$ cat config.mk
export PLATFORM = sky130hd
export DESIGN_NAME = usbeps_ctrl
export DESIGN_NICKNAME = d
export VERILOG_FILES = /design/src/common/usbeps_pkg.sv /design/src/design/usbeps_sync.sv /design/src/design/usbeps_ctrl.sv
export SDC_FILE = /design/constraint.sdc
export NUM_CORES = 1
export LEC_CHECK = 0
export BUFFER_PORTS_ARGS = -buffer_cell sky130_fd_sc_hd__buf_2
export CELL_PAD_IN_SITES_DETAIL_PLACEMENT = 0
export CELL_PAD_IN_SITES_GLOBAL_PLACEMENT = 1
export CORE_MARGIN = 2
export CORE_UTILIZATION = 48
export DETAILED_ROUTE_END_ITERATION = 8
export MAX_ROUTING_LAYER = met4
export PLACE_DENSITY = 0.79
export SLEW_MARGIN = 20
export SYNTH_ARGS = -nofsm -noshare
export SYNTH_HDL_FRONTEND = slang
export SYNTH_SLANG_ARGS = --single-unit
$ cat constraint.sdc
create_clock -name sys_clk -period 3.06 [get_ports sys_clk]
set_input_delay 0.612 -clock sys_clk [delete_from_list [all_inputs] [get_ports sys_clk]]
set_output_delay 0.612 -clock sys_clk [all_outputs]
set_load 0.01 [all_outputs]
$ cat src/common/usbeps_pkg.sv
// package for the control-endpoint setup handshake block
// assumes a 25 MHz system clock and a token decoder upstream
package usbeps_pkg;

  // ****************************************
  // timing
  // ****************************************
  localparam int  CLK_PERIOD_NS    = 40;
  // hazard window of one bit time at full speed
  localparam int  CRC_BIT_NS       = 83;
  localparam int  CRC_BIT_CYCLES   = (CRC_BIT_NS + CLK_PERIOD_NS - 1) / CLK_PERIOD_NS;

  // ****************************************
  // handshake and packet codes
  // ****************************************
  localparam logic [1:0] RESP_NONE = 2'h0;
  localparam logic [1:0] RESP_NAK  = 2'h1;
  localparam logic [1:0] RESP_DATA = 2'h2;

  localparam logic [3:0] TX_LEN_RESET = 4'h0;
  localparam logic [3:0] TX_CNT_ONE   = 4'h1;

  typedef enum logic [1:0] {
    USBEPS_TX_IDLE,
    USBEPS_TX_NAK,
    USBEPS_TX_DATA
  } usbeps_tx_state_type;

endpackage : usbeps_pkg

$ cat src/design/usbeps_sync.sv
// two-flop synchroniser for a group of level inputs
// assumes inputs are quasi-static relative to sys_clk
`timescale 1ns/1ps
module usbeps_sync #(
  parameter int WIDTH = 1
) (
  // clock and reset
  input  wire logic             sys_clk,
  input  wire logic             nrst,
  // levels
  input  wire logic [WIDTH-1:0] async_in,
  output logic      [WIDTH-1:0] sync_out
);

  logic [WIDTH-1:0] meta_reg;
  logic [WIDTH-1:0] meta_next;
  logic [WIDTH-1:0] sync_reg;
  logic [WIDTH-1:0] sync_next;

  // ****************************************
  // per-bit two-stage chain
  // ****************************************
  genvar gi;
  generate
    for (gi = 0; gi < WIDTH; gi++) begin : g_bit
      always_comb begin
        meta_next[gi] = async_in[gi];
        sync_next[gi] = meta_reg[gi];
      end
    end
  endgenerate

  always_ff @(posedge sys_clk or negedge nrst) begin
    if (!nrst) begin
      meta_reg <= '0;
      sync_reg <= '0;
    end else begin
      meta_reg <= meta_next;
      sync_reg <= sync_next;
    end
  end

  assign sync_out = sync_reg;

endmodule : usbeps_sync

$ cat src/design/usbeps_ctrl.sv
// control endpoint zero setup handshake: flag, interrupt, nak and data answer
// assumes token strobes come from same-clock logic; enables are software pins
// and pass the synchroniser; a crc-bit strobe marks the second crc bit window
`timescale 1ns/1ps
module usbeps_ctrl
  import usbeps_pkg::*;
#(
  parameter int         HOLD_CYCLES = CRC_BIT_CYCLES,
  parameter logic [3:0] DATA_LEN    = 4'h8
) (
  // clock and reset
  input  wire logic       sys_clk,
  input  wire logic       nrst,
  // software controls (pins, asynchronous)
  input  wire logic       module_enable,
  input  wire logic       in_ep0_active_enable,
  input  wire logic       out_ep0_active_enable,
  input  wire logic       setup_flag_clear,
  // token decoder, same clock, one-cycle pulses
  input  wire logic       setup_token,
  input  wire logic       in_token,
  input  wire logic       crc_bit2,
  // status to software
  output logic            setup_received_flag,
  output logic            usb_interrupt,
  // handshake engine
  output logic [1:0]      tx_response,
  output logic            tx_active
);

  logic [3:0] sync_out;
  logic       en_s;
  logic       in_en_s;
  logic       out_en_s;
  logic       clr_s;

  usbeps_sync #(.WIDTH(4)) u_sync (
    .sys_clk  (sys_clk),
    .nrst     (nrst),
    .async_in ({setup_flag_clear, out_ep0_active_enable, in_ep0_active_enable, module_enable}),
    .sync_out (sync_out)
  );

  always_comb begin
    en_s     = sync_out[0];
    in_en_s  = sync_out[1];
    out_en_s = sync_out[2];
    clr_s    = sync_out[3];
  end

  // ****************************************
  // setup flag state
  // ****************************************
  logic                flag_reg;
  logic                flag_next;
  logic                irq_reg;
  logic                irq_next;
  logic                clr_d_reg;
  logic                clr_d_next;
  logic                pend_clr_reg;
  logic                pend_clr_next;
  logic                clr_event;
  logic                clr_gated;

  // edge of the clear level after synchronisation
  always_comb begin
    clr_event = clr_s & ~clr_d_reg;
    clr_gated = clr_event & (in_en_s | out_en_s);
  end

  // hazard window counter
  logic [7:0] win_reg;
  logic [7:0] win_next;
  logic       in_window;

  always_comb begin
    in_window = (win_reg != 8'h00);
    win_next  = win_reg;
    if (crc_bit2) begin
      win_next = 8'(HOLD_CYCLES);
    end else if (in_window) begin
      win_next = win_reg - 8'h01;
    end
    if (!en_s) begin
      win_next = 8'h00;
    end
  end

  always_comb begin
    flag_next     = flag_reg;
    pend_clr_next = pend_clr_reg;
    clr_d_next    = clr_s;
    if (clr_gated && (in_window || crc_bit2)) begin
      pend_clr_next = 1'b1;
    end else if (clr_gated || (pend_clr_reg && !in_window && !crc_bit2)) begin
      flag_next     = 1'b0;
      pend_clr_next = 1'b0;
    end
    if (setup_token) begin
      flag_next     = 1'b1;
      pend_clr_next = 1'b0;
    end
    irq_next = flag_next;
    if (!en_s) begin
      flag_next     = 1'b0;
      pend_clr_next = 1'b0;
      irq_next      = 1'b0;
    end
  end

  always_ff @(posedge sys_clk or negedge nrst) begin
    if (!nrst) begin
      flag_reg     <= 1'b0;
      irq_reg      <= 1'b0;
      clr_d_reg    <= 1'b0;
      pend_clr_reg <= 1'b0;
      win_reg      <= 8'h00;
    end else begin
      flag_reg     <= flag_next;
      irq_reg      <= irq_next;
      clr_d_reg    <= clr_d_next;
      pend_clr_reg <= pend_clr_next;
      win_reg      <= win_next;
    end
  end

  // ****************************************
  // handshake transmitter
  // ****************************************
  usbeps_tx_state_type tx_state_reg;
  usbeps_tx_state_type tx_state_next;
  logic [3:0]          tx_cnt_reg;
  logic [3:0]          tx_cnt_next;
  logic [1:0]          resp_reg;
  logic [1:0]          resp_next;
  logic                act_reg;
  logic                act_next;

  // bounded length keeps the sender from running on forever
  always_comb begin
    tx_state_next = tx_state_reg;
    tx_cnt_next   = tx_cnt_reg;
    resp_next     = RESP_NONE;
    act_next      = 1'b0;
    case (tx_state_reg)
      USBEPS_TX_IDLE: begin
        if (in_token && en_s && (in_en_s || out_en_s)) begin
          if (flag_reg) begin
            tx_state_next = USBEPS_TX_NAK;
            resp_next     = RESP_NAK;
            act_next      = 1'b1;
          end else begin
            tx_state_next = USBEPS_TX_DATA;
            tx_cnt_next   = DATA_LEN;
            resp_next     = RESP_DATA;
            act_next      = 1'b1;
          end
        end
      end
      USBEPS_TX_NAK: begin
        tx_state_next = USBEPS_TX_IDLE;
      end
      USBEPS_TX_DATA: begin
        resp_next = RESP_DATA;
        act_next  = 1'b1;
        if (tx_cnt_reg <= TX_CNT_ONE) begin
          tx_state_next = USBEPS_TX_IDLE;
          tx_cnt_next   = TX_LEN_RESET;
          resp_next     = RESP_NONE;
          act_next      = 1'b0;
        end else begin
          tx_cnt_next = tx_cnt_reg - TX_CNT_ONE;
        end
      end
      default: begin
        tx_state_next = USBEPS_TX_IDLE;
        tx_cnt_next   = TX_LEN_RESET;
      end
    endcase
    if (!en_s) begin
      tx_state_next = USBEPS_TX_IDLE;
      tx_cnt_next   = TX_LEN_RESET;
      resp_next     = RESP_NONE;
      act_next      = 1'b0;
    end
  end

  always_ff @(posedge sys_clk or negedge nrst) begin
    if (!nrst) begin
      tx_state_reg <= USBEPS_TX_IDLE;
      tx_cnt_reg   <= TX_LEN_RESET;
      resp_reg     <= RESP_NONE;
      act_reg      <= 1'b0;
    end else begin
      tx_state_reg <= tx_state_next;
      tx_cnt_reg   <= tx_cnt_next;
      resp_reg     <= resp_next;
      act_reg      <= act_next;
    end
  end

  assign setup_received_flag = flag_reg;
  assign usb_interrupt       = irq_reg;
  assign tx_response         = resp_reg;
  assign tx_active           = act_reg;

endmodule : usbeps_ctrl

-- Yosys cells after proc, flatten, opt, wreduce, memory -nomap -nowiden
Index checks and enable logic that the tools add are counted.
- add/sub/neg operators: 2
- multiply operators: 0
- div/mod/pow operators: 0
- $lt $le $gt $ge: 1
- equal/unequal tests: 10
- shift-type cells: 0
- mux-type cells: 28
- bitwise logic cells: 4
- reductions and logical operators: 15
- operators by type and width (operator ; count):
    $mux W8 ; 3
    $ne A3 B3 Y1 const B ; 6
    $mux W4 ; 4
    $mux W2 ; 7
    $pmux W4 S3 ; 1
    $mux W1 ; 10
    $pmux W2 S2 ; 2
    $reduce_bool A8 Y1 ; 1
    $sub A8 B1 Y8 const B ; 1
    $logic_and A1 B1 Y1 ; 5
    $le A4 B1 Y1 const B ; 1
    $ne A4 B4 Y1 const B ; 1
    $reduce_and A2 Y1 ; 2
    $sub A4 B1 Y4 const B ; 1
    $logic_or A1 B1 Y1 ; 3
    $reduce_and A3 Y1 ; 1
    $and A1 B1 Y1 ; 2
    $eq A2 B1 Y1 const B ; 1
    $eq A2 B2 Y1 const B ; 1
    $logic_not A1 Y1 ; 2
    $logic_not A2 Y1 ; 1
    $ne A2 B2 Y1 const B ; 1
    $pmux W1 S2 ; 1
    $not A1 Y1 ; 1
    $or A1 B1 Y1 ; 1
- bits in registers: 28
- latch bits: 0
- bits in writable memories: 0
- ROM bits: 0
- input port bits: 9
- logic and storage cells: 70
- memories kept: 0

-- Longest topological paths before layout
Gate-level depths: netlist of the first run.
- depth in word-level cells: 9
- gate-level depth with buffers: 6
- gate-level depth less buffers: 5

-- Modules after synthesis
From an unflattened synthesis of the first run, not the netlist that was laid out.
- cells, all modules: 117
- area total of the unflattened synthesis: 1255.0 um^2
- by module, submodules not included (module ; instances ; cells an instance ; area each (um^2) ; seq. area each (um^2)):
    usbeps_ctrl ; 1 ; 109 ; 1054.8 ; 500.5
    usbeps_sync ; 1 ; 8 ; 200.2 ; 200.2

-- Worst setup path after synthesis of the first run
OpenSTA, ideal clock, no wires.
- path type: in2reg
- from: input crc_bit2
- to: register win_reg[0]
- setup time: 126 ps
- arrival: 1603 ps
- required time: 2934 ps
- setup slack: 1331 ps
- stages: 3
- buffers on the path: 1
- cells stage by stage: or4b_1 > clkbuf_1 > o311a_1
- cells in the longest elaborated chain, start to end: 2
- ends and longest elaborated chain (element ; RTL line ; text):
    start: declaration ; usbeps_ctrl.sv:22 ; input wire logic crc_bit2,
    $mux W8 ; usbeps_ctrl.sv:79 ; if (crc_bit2) begin
    $mux W8 ; usbeps_ctrl.sv:84 ; if (!en_s) begin
    end signal: assignment ; usbeps_ctrl.sv:123 ; win_reg <= win_next;
    end: declaration ; usbeps_ctrl.sv:72 ; logic [7:0] win_reg;
Parallel ways exist; a longest one is shown, timed or not.
A chain may end at the register's enable or synchronous reset.

-- Final worst setup path of the first run
- from: register win_reg[0]
- to: register win_reg[1]
- cells in the longest elaborated chain, start to end: 4
- ends and longest elaborated chain (element ; RTL line ; text):
    $sub A8 B1 Y8 ; usbeps_ctrl.sv:82 ; win_next = win_reg - 8'h01;
    $mux W8 ; usbeps_ctrl.sv:81 ; end else if (in_window) begin
    $mux W8 ; usbeps_ctrl.sv:79 ;
    $mux W8 ; usbeps_ctrl.sv:84 ;
Parallel ways exist; a longest one is shown, timed or not. The select of a mux whose other input is x is not followed.

==> out/results.tsv, run 1 <==
stage	metric	value	unit
cts	clockRootBuffer	clkbuf_4	
logic_synthesis	ys_seq_elements	28	
outcome	outcome	complete, no violations	
logic_synthesis	yosys_most_used_dff	dfrtp_1	
power_and_ir_drop	power.leakage	0.638	nW
route	dr.pass1.iters	4	
setup_path	critPathLaunchType	flop	
logic_synthesis	ys_async_sr_fraction	100	%
setup_path	max_stage_delay	0.62	ns
setup_path	cp_max_fo	11	
logic_synthesis	synth_area_per_cell	11.0	sq um
sta	fin_setup_tns	0	ns
setup_path	crit_start	win_reg[0]	
route	drc_errors	0	
cts	clk_latency	0.32	ns
min_path	min_path_type	in -> async	
setup_path	cp.required	3.29	ns
power_and_ir_drop	net-switching-power	0.197	mW
setup_path	r2r-end	win_reg[1]	
setup_path	r2r_start	win_reg[0]	
power_and_ir_drop	power_frac_comb	14.8	%
route	vias	928	
place	post-dp-hpwl	1.63	mm
layout	drive_above_1_share	14.6	%
place	place_ws	1.01	ns
route	wl	2.30	mm
route	via_per_inst	5.80	
sta	fin_ws	1.13	ns
logic_synthesis	ys_types	36	
cts	holdBufCountCts	0	
grt	antenna_found_initial	0	
logic_synthesis	yosysSeqAreaShare	54.1	%
setup_path	reg2reg_depth	5	
power_and_ir_drop	irDropWorstVdd	0.345	mV
setup_path	path_cells	inv_1, ha_1, or4b_1, or3_1, o311a_1	
floorplanning	initial_utilization	51.3	%
sta	maxSlewViolCount	0	
layout	final_common_cell	dfrtp_1	
sta	timing.final.crit_period	1.93	ns
place	routabilityCongestion	0.761	
layout	final_cell_mix	dfrtp_1, buf_2, inv_1, a21oi_1	
sta	fin_crit_sh	63.2	%
sta	timing.fmax	0.517	GHz
power_and_ir_drop	p_clk_share	31.0	%
layout	largest_register_ffs	8	
grt	grt_max_degree	29	
logic_synthesis	syn_nets	131	
route	drt_iter0_drc	13	
grt	track_usage	17.3	%
place	port_buffers	13	
cts	post_cts_buffers	0	
power_and_ir_drop	p_int	0.574	mW
setup_path	critical-path-slowest-cell	or4b_1	
grt	grt_first_pass_wirelength	4.17	mm
floorplanning	coreArea	0.00252	sq mm
floorplanning	dieWidth	55.9	um
sta	worst_pin_slew	0.610	ns
cts	htree_levels	1	
floorplanning	dieArea	0.00313	sq mm
cts	cts_resized	0	
setup_path	worstSetupEndpointType	flop	
layout	diodes	0	
setup_path	worstPathArrival	2.16	ns
cts	cts_tree	done	
run	cap_viol_max_count	0	
cts	clock_sinks	28	
power_and_ir_drop	switching_share	25.6	%
sta	slew_headroom	59.3	%
cts	clk_path_buf_depth	2	
route	wl_per_cell	14.4	um
cts	clk_pin_slew_worst_paths	0.15	ns
logic_synthesis	synth_warnings	0	
sta	holdWs	0.275	ns
sta	finalClockSkew	0.00154	ns
layout	num-nets-final	144	
route	ant_nets	0	
setup_path	reg2reg_slack	1.13	ns
cts	numCtsBuffers	3	
power_and_ir_drop	p_per_area	546	mW/mm^2
grt	grt_overflow	0	
sta	setup_viol	0	
power_and_ir_drop	power_frac_seq	54.2	%
layout	syn2layout_area_growth	9.08	%
floorplanning	io-pin-count	14	
sta	rsz0062_at_grt	no	
sta	finalHoldViolCount	0	
floorplanning	die_h	55.9	um
floorplanning	num_rows	18	
logic_synthesis	syn_inst	118	
logic_synthesis	synth_edf_count	0	
setup_path	crit_type	reg -> reg	
logic_synthesis	synth_area	0.00129	sq mm
grt	grt_pass1_vias	875	
[logic make-up (layout without fill, tap and decap cells)]
kind of cell               Yosys count  count (layout)  share of synthesized area, %
adders and majority gates            4               4                          3.86
and+or+nand+nor                     35              35                          17.5
xor gates and xnor gates             1               1                         0.676
AOI/OAI and AO/OA                   36              36                          18.4
DFF                                 28              28                          54.1
buffers and inverters               14              26                          5.51
[stage by stage]
| stage | instance area [sq um] | util (%) | std cells | total power, mW |
|---|---|---|---|---|
| final | 1410 | 56.0 | 160 | 0.771 |
| after floorplan | 1290 | - | 118 | 0.510 |
| after global routing | 1410 | 56.0 | 160 | 0.817 |
| after CTS | 1410 | 56.0 | 160 | 0.781 |
| after detailed placement | 1360 | 53.9 | 156 | 0.539 |
| after global placement | 1360 | 53.9 | 156 | 0.535 |
[worst max-delay path by stage]
stage                 end  slack (ns)
2_1_floorplan  win_reg[0]        1.33
5_1_grt        win_reg[1]        0.99
3_5_place_dp   win_reg[1]        1.01
6_report       win_reg[1]        1.13
4_1_cts        win_reg[1]        1.13
3_3_place_gp   win_reg[1]        1.04
[synth_stat cells, types with 3 or more instances]
master	n	area (sq um)
o311ai_0	3	26.3
inv_1	9	33.8
nor3_1	5	25.0
o211ai_1	3	22.5
o21ai_0	7	35.0
o21ai_1	3	15.0
a21oi_1	8	40.0
nand2b_1	4	25.0
nand4b_1	3	26.3
dfrtp_1	28	701
o31ai_1	3	22.5
nor2_1	4	15.0
nor2b_1	7	43.8
ha_1	4	50.1
[area by class of cell]
class | instances | area, sq um
Sequential cell | 28 | 701
Timing Repair Buffer | 13 | 65.1
Clock inverter | 1 | 30.0
Tap cell | 30 | 37.5
Multi-Input combinational cell | 76 | 523
Fill cell | 227 | 1110
Clock buffer | 3 | 22.5
Inverter | 9 | 33.8
[power by group through the flow]
stage	clock network, mW	logic [mW]	registers [mW]
6_report	0.239	0.114	0.418
5_1_grt	0.263	0.131	0.423
4_1_cts	0.249	0.114	0.417
3_5_place_dp	0	0.114	0.425
3_3_place_gp	0	0.111	0.423
2_1_floorplan	0	0.0937	0.416
[worst max-delay path: cells and delay by family, from the launching register on]
family | cells | cell delay (ns)
AOI/OAI and AO/OA | 1 | 0.13
adders and majority gates | 1 | 0.13
buffers and inverters | 1 | 0.11
DFF | 1 | 0.47
and+or+nand+nor | 2 | 1.00
[layer usage]
metal	part of all wire [%]	GRT usage [%]	wire length, um	vias up
met5	0	-	0	-
met2	45	24.5	1040	21
li1	-	-	-	451
met3	3.8	2.79	87	2
met4	0.83	6.12	19	0
met1	50	25.3	1150	454
Note: power is estimated with default switching activity, not from simulation.
==> run 2: changes to the inputs <==
--- a/config.mk
+++ b/config.mk
@@ -9,10 +9,10 @@
 export CELL_PAD_IN_SITES_DETAIL_PLACEMENT = 0
 export CELL_PAD_IN_SITES_GLOBAL_PLACEMENT = 1
 export CORE_MARGIN = 2
-export CORE_UTILIZATION = 48
+export CORE_UTILIZATION = 40
 export DETAILED_ROUTE_END_ITERATION = 8
 export MAX_ROUTING_LAYER = met4
-export PLACE_DENSITY = 0.79
+export PLACE_DENSITY = 0.7
 export SLEW_MARGIN = 20
 export SYNTH_ARGS = -nofsm -noshare
 export SYNTH_HDL_FRONTEND = slang
==> constraint.sdc (replaced) <==
create_clock -name sys_clk -period 1.6 [get_ports sys_clk]
set_input_delay 0.32 -clock sys_clk [delete_from_list [all_inputs] [get_ports sys_clk]]
set_output_delay 0.32 -clock sys_clk [all_outputs]
set_load 0.01 [all_outputs]
==> out/results.tsv, run 2 (same netlist as run 1, synthesis figures left out) <==
stage	metric	value	unit
sta	timing.fmax	0.605	GHz
layout	final_common_cell	dfrtp_1	
setup_path	cpLargestDelayFamily	simple AND/OR/NAND/NOR gates	
cts	clk_path_buf_depth	2	
grt	grt_pass1_vias	948	
min_path	min_path_type	in -> reg	
route	wl_per_cell	12.9	um
setup_path	critPathLaunchType	flop	
layout	finalNonFillerCells	185	
layout	largest_register_ffs	8	
cts	post_cts_buffers	0	
floorplanning	initial_utilization	42.1	%
setup_path	worstPathArrival	1.88	ns
layout	diodes	0	
outcome	outcome	complete, but fails checks	
floorplanning	io-pin-count	14	
run	cap_viol_max_count	0	
cts	cts_tree	done	
power_and_ir_drop	power	1.53	mW
layout	num-nets-final	155	
cts	htree_levels	1	
place	dp.cells	180	
grt	antenna_found_initial	0	
grt	grt_max_degree	29	
sta	rsz0062_at_grt	yes	
route	wl	2.38	mm
setup_path	cp_num_buf_inv	1	
sta	slew_headroom	59.4	%
sta	holdWs	0.0855	ns
sta	finalHoldViolCount	0	
floorplanning	dieArea	0.00371	sq mm
sta	fin_crit_sh	103	%
place	post-dp-hpwl	1.70	mm
cts	clk_latency	0.32	ns
layout	fill_cells	286	
layout	syn2layout_area_growth	18.5	%
sta	worst_pin_slew	0.610	ns
floorplanning	num_rows	20	
route	ant_nets	0	
place	post_dp_cell_area	0.00145	sq mm
cts	clk_pin_slew_worst_paths	0.15	ns
floorplanning	coreArea	0.00308	sq mm
grt	grt_overflow	0	
sta	fin_ws	-0.0520	ns
setup_path	worstSetupEndpointType	flop	
sta	setup_viol	2	
setup_path	path_cells	inv_2, ha_1, or4b_4, or3_1, o311a_1	
outcome	violations	negative setup slack	
route	dr.pass1.iters	4	
layout	post-route-cell-area	0.00153	sq mm
grt	grt_first_pass_wirelength	4.17	mm
setup_path	cp_max_fo	2	
cts	clockRootBuffer	clkbuf_4	
route	drc_errors	0	
route	via_per_inst	5.08	
layout	final_cell_mix	dfrtp_1, buf_2, buf_4, a21oi_1	
route	drt_iter0_drc	44	
floorplanning	die_h	60.9	um
cts	clock_sinks	28	
cts	numCtsBuffers	3	
setup_path	max_stage_delay	0.46	ns
layout	drive_above_1_share	24.1	%
setup_path	critical-path-slowest-cell	or4b_4	
place	routabilityCongestion	0.821	
power_and_ir_drop	irDropWorstVdd	0.566	mV
sta	maxSlewViolCount	0	
power_and_ir_drop	p_per_area	1000	mW/mm^2
layout	fin_util	49.8	%
place	port_buffers	13	
power_and_ir_drop	power.leakage	0.695	nW
grt	track_usage	15.8	%
route	vias	939	
sta	finalClockSkew	0.00243	ns
sta	timing.final.crit_period	1.65	ns
setup_path	cp.required	1.83	ns
floorplanning	dieWidth	60.9	um
setup_path	crit_type	reg -> reg	
==> run 2: area by class of cell <==
cell class                      count  area [sq um]  share of cell area [%]
Clock buffer                        3          22.5                    1.47
Clock inverter                      1          30.0                    1.96
Inverter                            9          33.8                    2.20
Multi-Input combinational cell     76           538                    35.1
Sequential cell                    28           701                    45.7
Tap cell                           44          55.1                    3.59
Timing Repair Buffer               24           154                    10.0
==> run 2: timing repair <==
| item | CTS | global route |
|---|---|---|
| endpoints found under the hold margin | 28 | 0 |
| hold buffers | 1 | 0 |
| gates resized for setup | 4 | 3 |
| pin swaps | 0 | 1 |
| setup endpoints to repair | 5 | 5 |
==> run 2: routing by layer <==
metal | share of wire [%] | track usage (%)
met5 | 0 | -
met4 | 0.88 | 7.76
met3 | 2.9 | 3.20
met2 | 48 | 23.3
met1 | 48 | 20.8
==> run 2: worst paths after layout <==
| path | startpoint | endpoint | slack (ns) | depth (start not counted) |
|---|---|---|---|---|
| worst min register to register | u_sync.meta_reg[1] | u_sync.sync_out[1] | 0.37 | 0 |
| worst max-delay path | win_reg[0] | win_reg[1] | -0.05 | 5 |
| worst min-delay path | module_enable | u_sync.meta_reg[0] | 0.09 | 1 |
| max in group asynchronous | nrst | win_reg[4] | 0.69 | 2 |
| worst max register to register | win_reg[0] | win_reg[1] | -0.05 | 5 |
| min in group asynchronous | nrst | u_sync.meta_reg[0] | 0.51 | 2 |
==> run 2: where the power goes <==
part | internal [mW] | switching (mW)
logic | 0.136 | 0.163
clock network | 0.253 | 0.204
registers | 0.750 | 0.0279
total | 1.14 | 0.395
==> run 2: through the flow <==
step           worst slack [ns]  setup TNS, ns
3_3_place_gp            0.00397              0
5_1_grt                  -0.135         -0.393
4_1_cts                 -0.0630        -0.0908
2_1_floorplan           -0.0333        -0.0621
3_5_place_dp            -0.0488        -0.0991
6_report                -0.0520        -0.0780
==> run 3: changes to the inputs <==
--- a/config.mk
+++ b/config.mk
@@ -8,6 +8,7 @@
 export BUFFER_PORTS_ARGS = -buffer_cell sky130_fd_sc_hd__buf_2
 export CELL_PAD_IN_SITES_DETAIL_PLACEMENT = 0
 export CELL_PAD_IN_SITES_GLOBAL_PLACEMENT = 1
+export CORE_ASPECT_RATIO = 0.9
 export CORE_MARGIN = 2
 export CORE_UTILIZATION = 40
 export DETAILED_ROUTE_END_ITERATION = 8
==> out/results.tsv, run 3 (same netlist as run 1, synthesis figures left out) <==
stage	metric	value	unit
outcome	outcome	complete, but fails checks	
outcome	violations	negative setup slack	
setup_path	r2r-end	win_reg[0]	
cts	clock_sinks	28	
setup_path	worstSetupEndpointType	flop	
floorplanning	io-pin-count	14	
setup_path	critical-path-slowest-cell	or4b_4	
power_and_ir_drop	power	1.59	mW
floorplanning	dieWidth	64.0	um
power_and_ir_drop	switching_share	25.9	%
route	wl_per_cell	13.8	um
setup_path	cp_max_fo	10	
min_path	min_path_type	in -> reg	
route	vias	1003	
place	post_dp_cell_area	0.00147	sq mm
route	ant_nets	0	
route	via_per_inst	5.25	
place	dp.cells	181	
place	post-dp-hpwl	1.79	mm
setup_path	critPathLaunchType	flop	
sta	finalClockSkew	0.00172	ns
floorplanning	initial_utilization	42.2	%
power_and_ir_drop	p_int	1.18	mW
floorplanning	num_rows	19	
power_and_ir_drop	power_frac_comb	22.4	%
sta	fin_ws	-0.0687	ns
sta	worst_pin_slew	0.601	ns
layout	post-route-cell-area	0.00162	sq mm
layout	fill_cells	286	
floorplanning	die_h	58.0	um
route	wl	2.64	mm
layout	ff_latch_area	701	sq um
power_and_ir_drop	p_clk_share	28.6	%
power_and_ir_drop	power_frac_seq	49.0	%
layout	largest_register_ffs	8	
cts	clk_pin_slew_worst_paths	0.14	ns
setup_path	reg2reg_depth	5	
sta	setup_viol	6	
grt	track_usage	16.7	%
layout	diodes	0	
cts	clk_latency	0.32	ns
cts	clk_path_buf_depth	2	
setup_path	r2r_start	win_reg[0]	
grt	antenna_found_initial	0	
place	port_buffers	13	
floorplanning	coreArea	0.00307	sq mm
place	routabilityCongestion	0.844	
run	cap_viol_max_count	0	
layout	finalNonFillerCells	191	
sta	rsz0062_at_grt	yes	
sta	slew_headroom	59.9	%
layout	final_common_cell	dfrtp_1	
power_and_ir_drop	p_per_area	984	mW/mm^2
grt	grt_pass1_vias	1014	
setup_path	reg2reg_slack	-0.07	ns
setup_path	cp_num_cells	5	
setup_path	path_cells	inv_2, ha_4, or4b_4, buf_4, o311a_1	
layout	num-nets-final	163	
setup_path	max_stage_delay	0.45	ns
layout	syn2layout_area_growth	24.7	%
setup_path	crit_type	reg -> reg	
cts	clockRootBuffer	clkbuf_4	
cts	numCtsBuffers	3	
sta	timing.final.crit_period	1.67	ns
cts	htree_levels	1	
setup_path	crit_start	win_reg[0]	
route	dr.pass1.iters	6	
sta	maxSlewViolCount	0	
layout	final_cell_mix	dfrtp_1, buf_4, buf_2, a21oi_1	
layout	drive_above_1_share	30.9	%
setup_path	cp_num_buf_inv	2	
power_and_ir_drop	net-switching-power	0.412	mW
cts	cts_tree	done	
floorplanning	dieArea	0.00371	sq mm
sta	finalHoldViolCount	0	
setup_path	cp.required	1.82	ns
route	drt_iter0_drc	40	
power_and_ir_drop	irDropWorstVdd	0.747	mV
setup_path	crit_end	win_reg[0]	
route	drc_errors	0	
layout	multi_input_area	563	sq um
grt	grt_max_degree	29	
grt	grt_overflow	0	
power_and_ir_drop	power.leakage	0.733	nW
sta	fin_crit_sh	104	%
sta	timing.fmax	0.599	GHz
setup_path	cpLargestDelayFamily	simple AND/OR/NAND/NOR gates	
grt	grt_first_pass_wirelength	4.66	mm
setup_path	worstPathArrival	1.89	ns
[run 3: metal layers]
metal,global-route usage [%],vias up,part of all wire [%]
li1,-,493,-
met1,22.3,492,49
met2,26.9,16,47
met3,4.08,2,3.1
met4,1.86,0,0.49
met5,-,-,0
[run 3: timing repair]
item / in CTS / in global routing
endpoints found under the hold margin: 28 / 0
pin swaps: 1 / 2
hold buffers: 1 / 0
buffers inserted: 4 / 1
resized for setup: 7 / 7
endpoints found under the setup margin: 6 / 10
[run 3: area by class of cell]
cell class / count / area share, %
clock buffers: 3 / 1.39
clock inverters: 1 / 1.86
inverters: 9 / 2.25
multi-input cells: 76 / 34.9
flip-flops and latches: 28 / 43.4
well taps: 42 / 3.25
repair buffers: 32 / 13.0
[run 3: worst min path at each step]
stage / startpoint / to / cells after the start
final: in_ep0_active_enable / u_sync.meta_reg[1] / 1
after detailed placement: u_sync.meta_reg[0] / u_sync.sync_out[0] / 0
after global routing: setup_flag_clear / u_sync.meta_reg[3] / 1
after global placement: u_sync.meta_reg[1] / u_sync.sync_out[1] / 0
after floorplan: nrst / clr_d_reg / 0
after CTS: setup_flag_clear / u_sync.meta_reg[3] / 1
[run 3: worst register-to-register path, stage by stage (launching register included)]
cell,delay (ns)
dfrtp_1,0.42
inv_2,0.08
ha_4,0.12
or4b_4,0.45
buf_4,0.19
o311a_1,0.30
[run 3: per-stage QoR]
stage	TNS, ns	setup WS (ns)	util [%]	hold slack (ns)
3_3_place_gp	0	0.00238	48.0	0.332
4_1_cts	-0.139	-0.0719	51.7	0.0693
6_report	-0.216	-0.0687	52.7	0.0889
2_1_floorplan	-0.0621	-0.0333	-	0.0244
3_5_place_dp	-0.132	-0.0561	48.0	0.337
5_1_grt	-0.642	-0.118	52.7	0.0499
[run 3: power by group through the flow]
stage | combinational [mW] | sequential (mW) | clock [mW]
floorplan | 0.182 | 0.796 | 0
global placement | 0.287 | 0.789 | 0
detailed placement | 0.293 | 0.791 | 0
CTS | 0.326 | 0.780 | 0.476
global route | 0.392 | 0.787 | 0.504
finish | 0.356 | 0.780 | 0.454
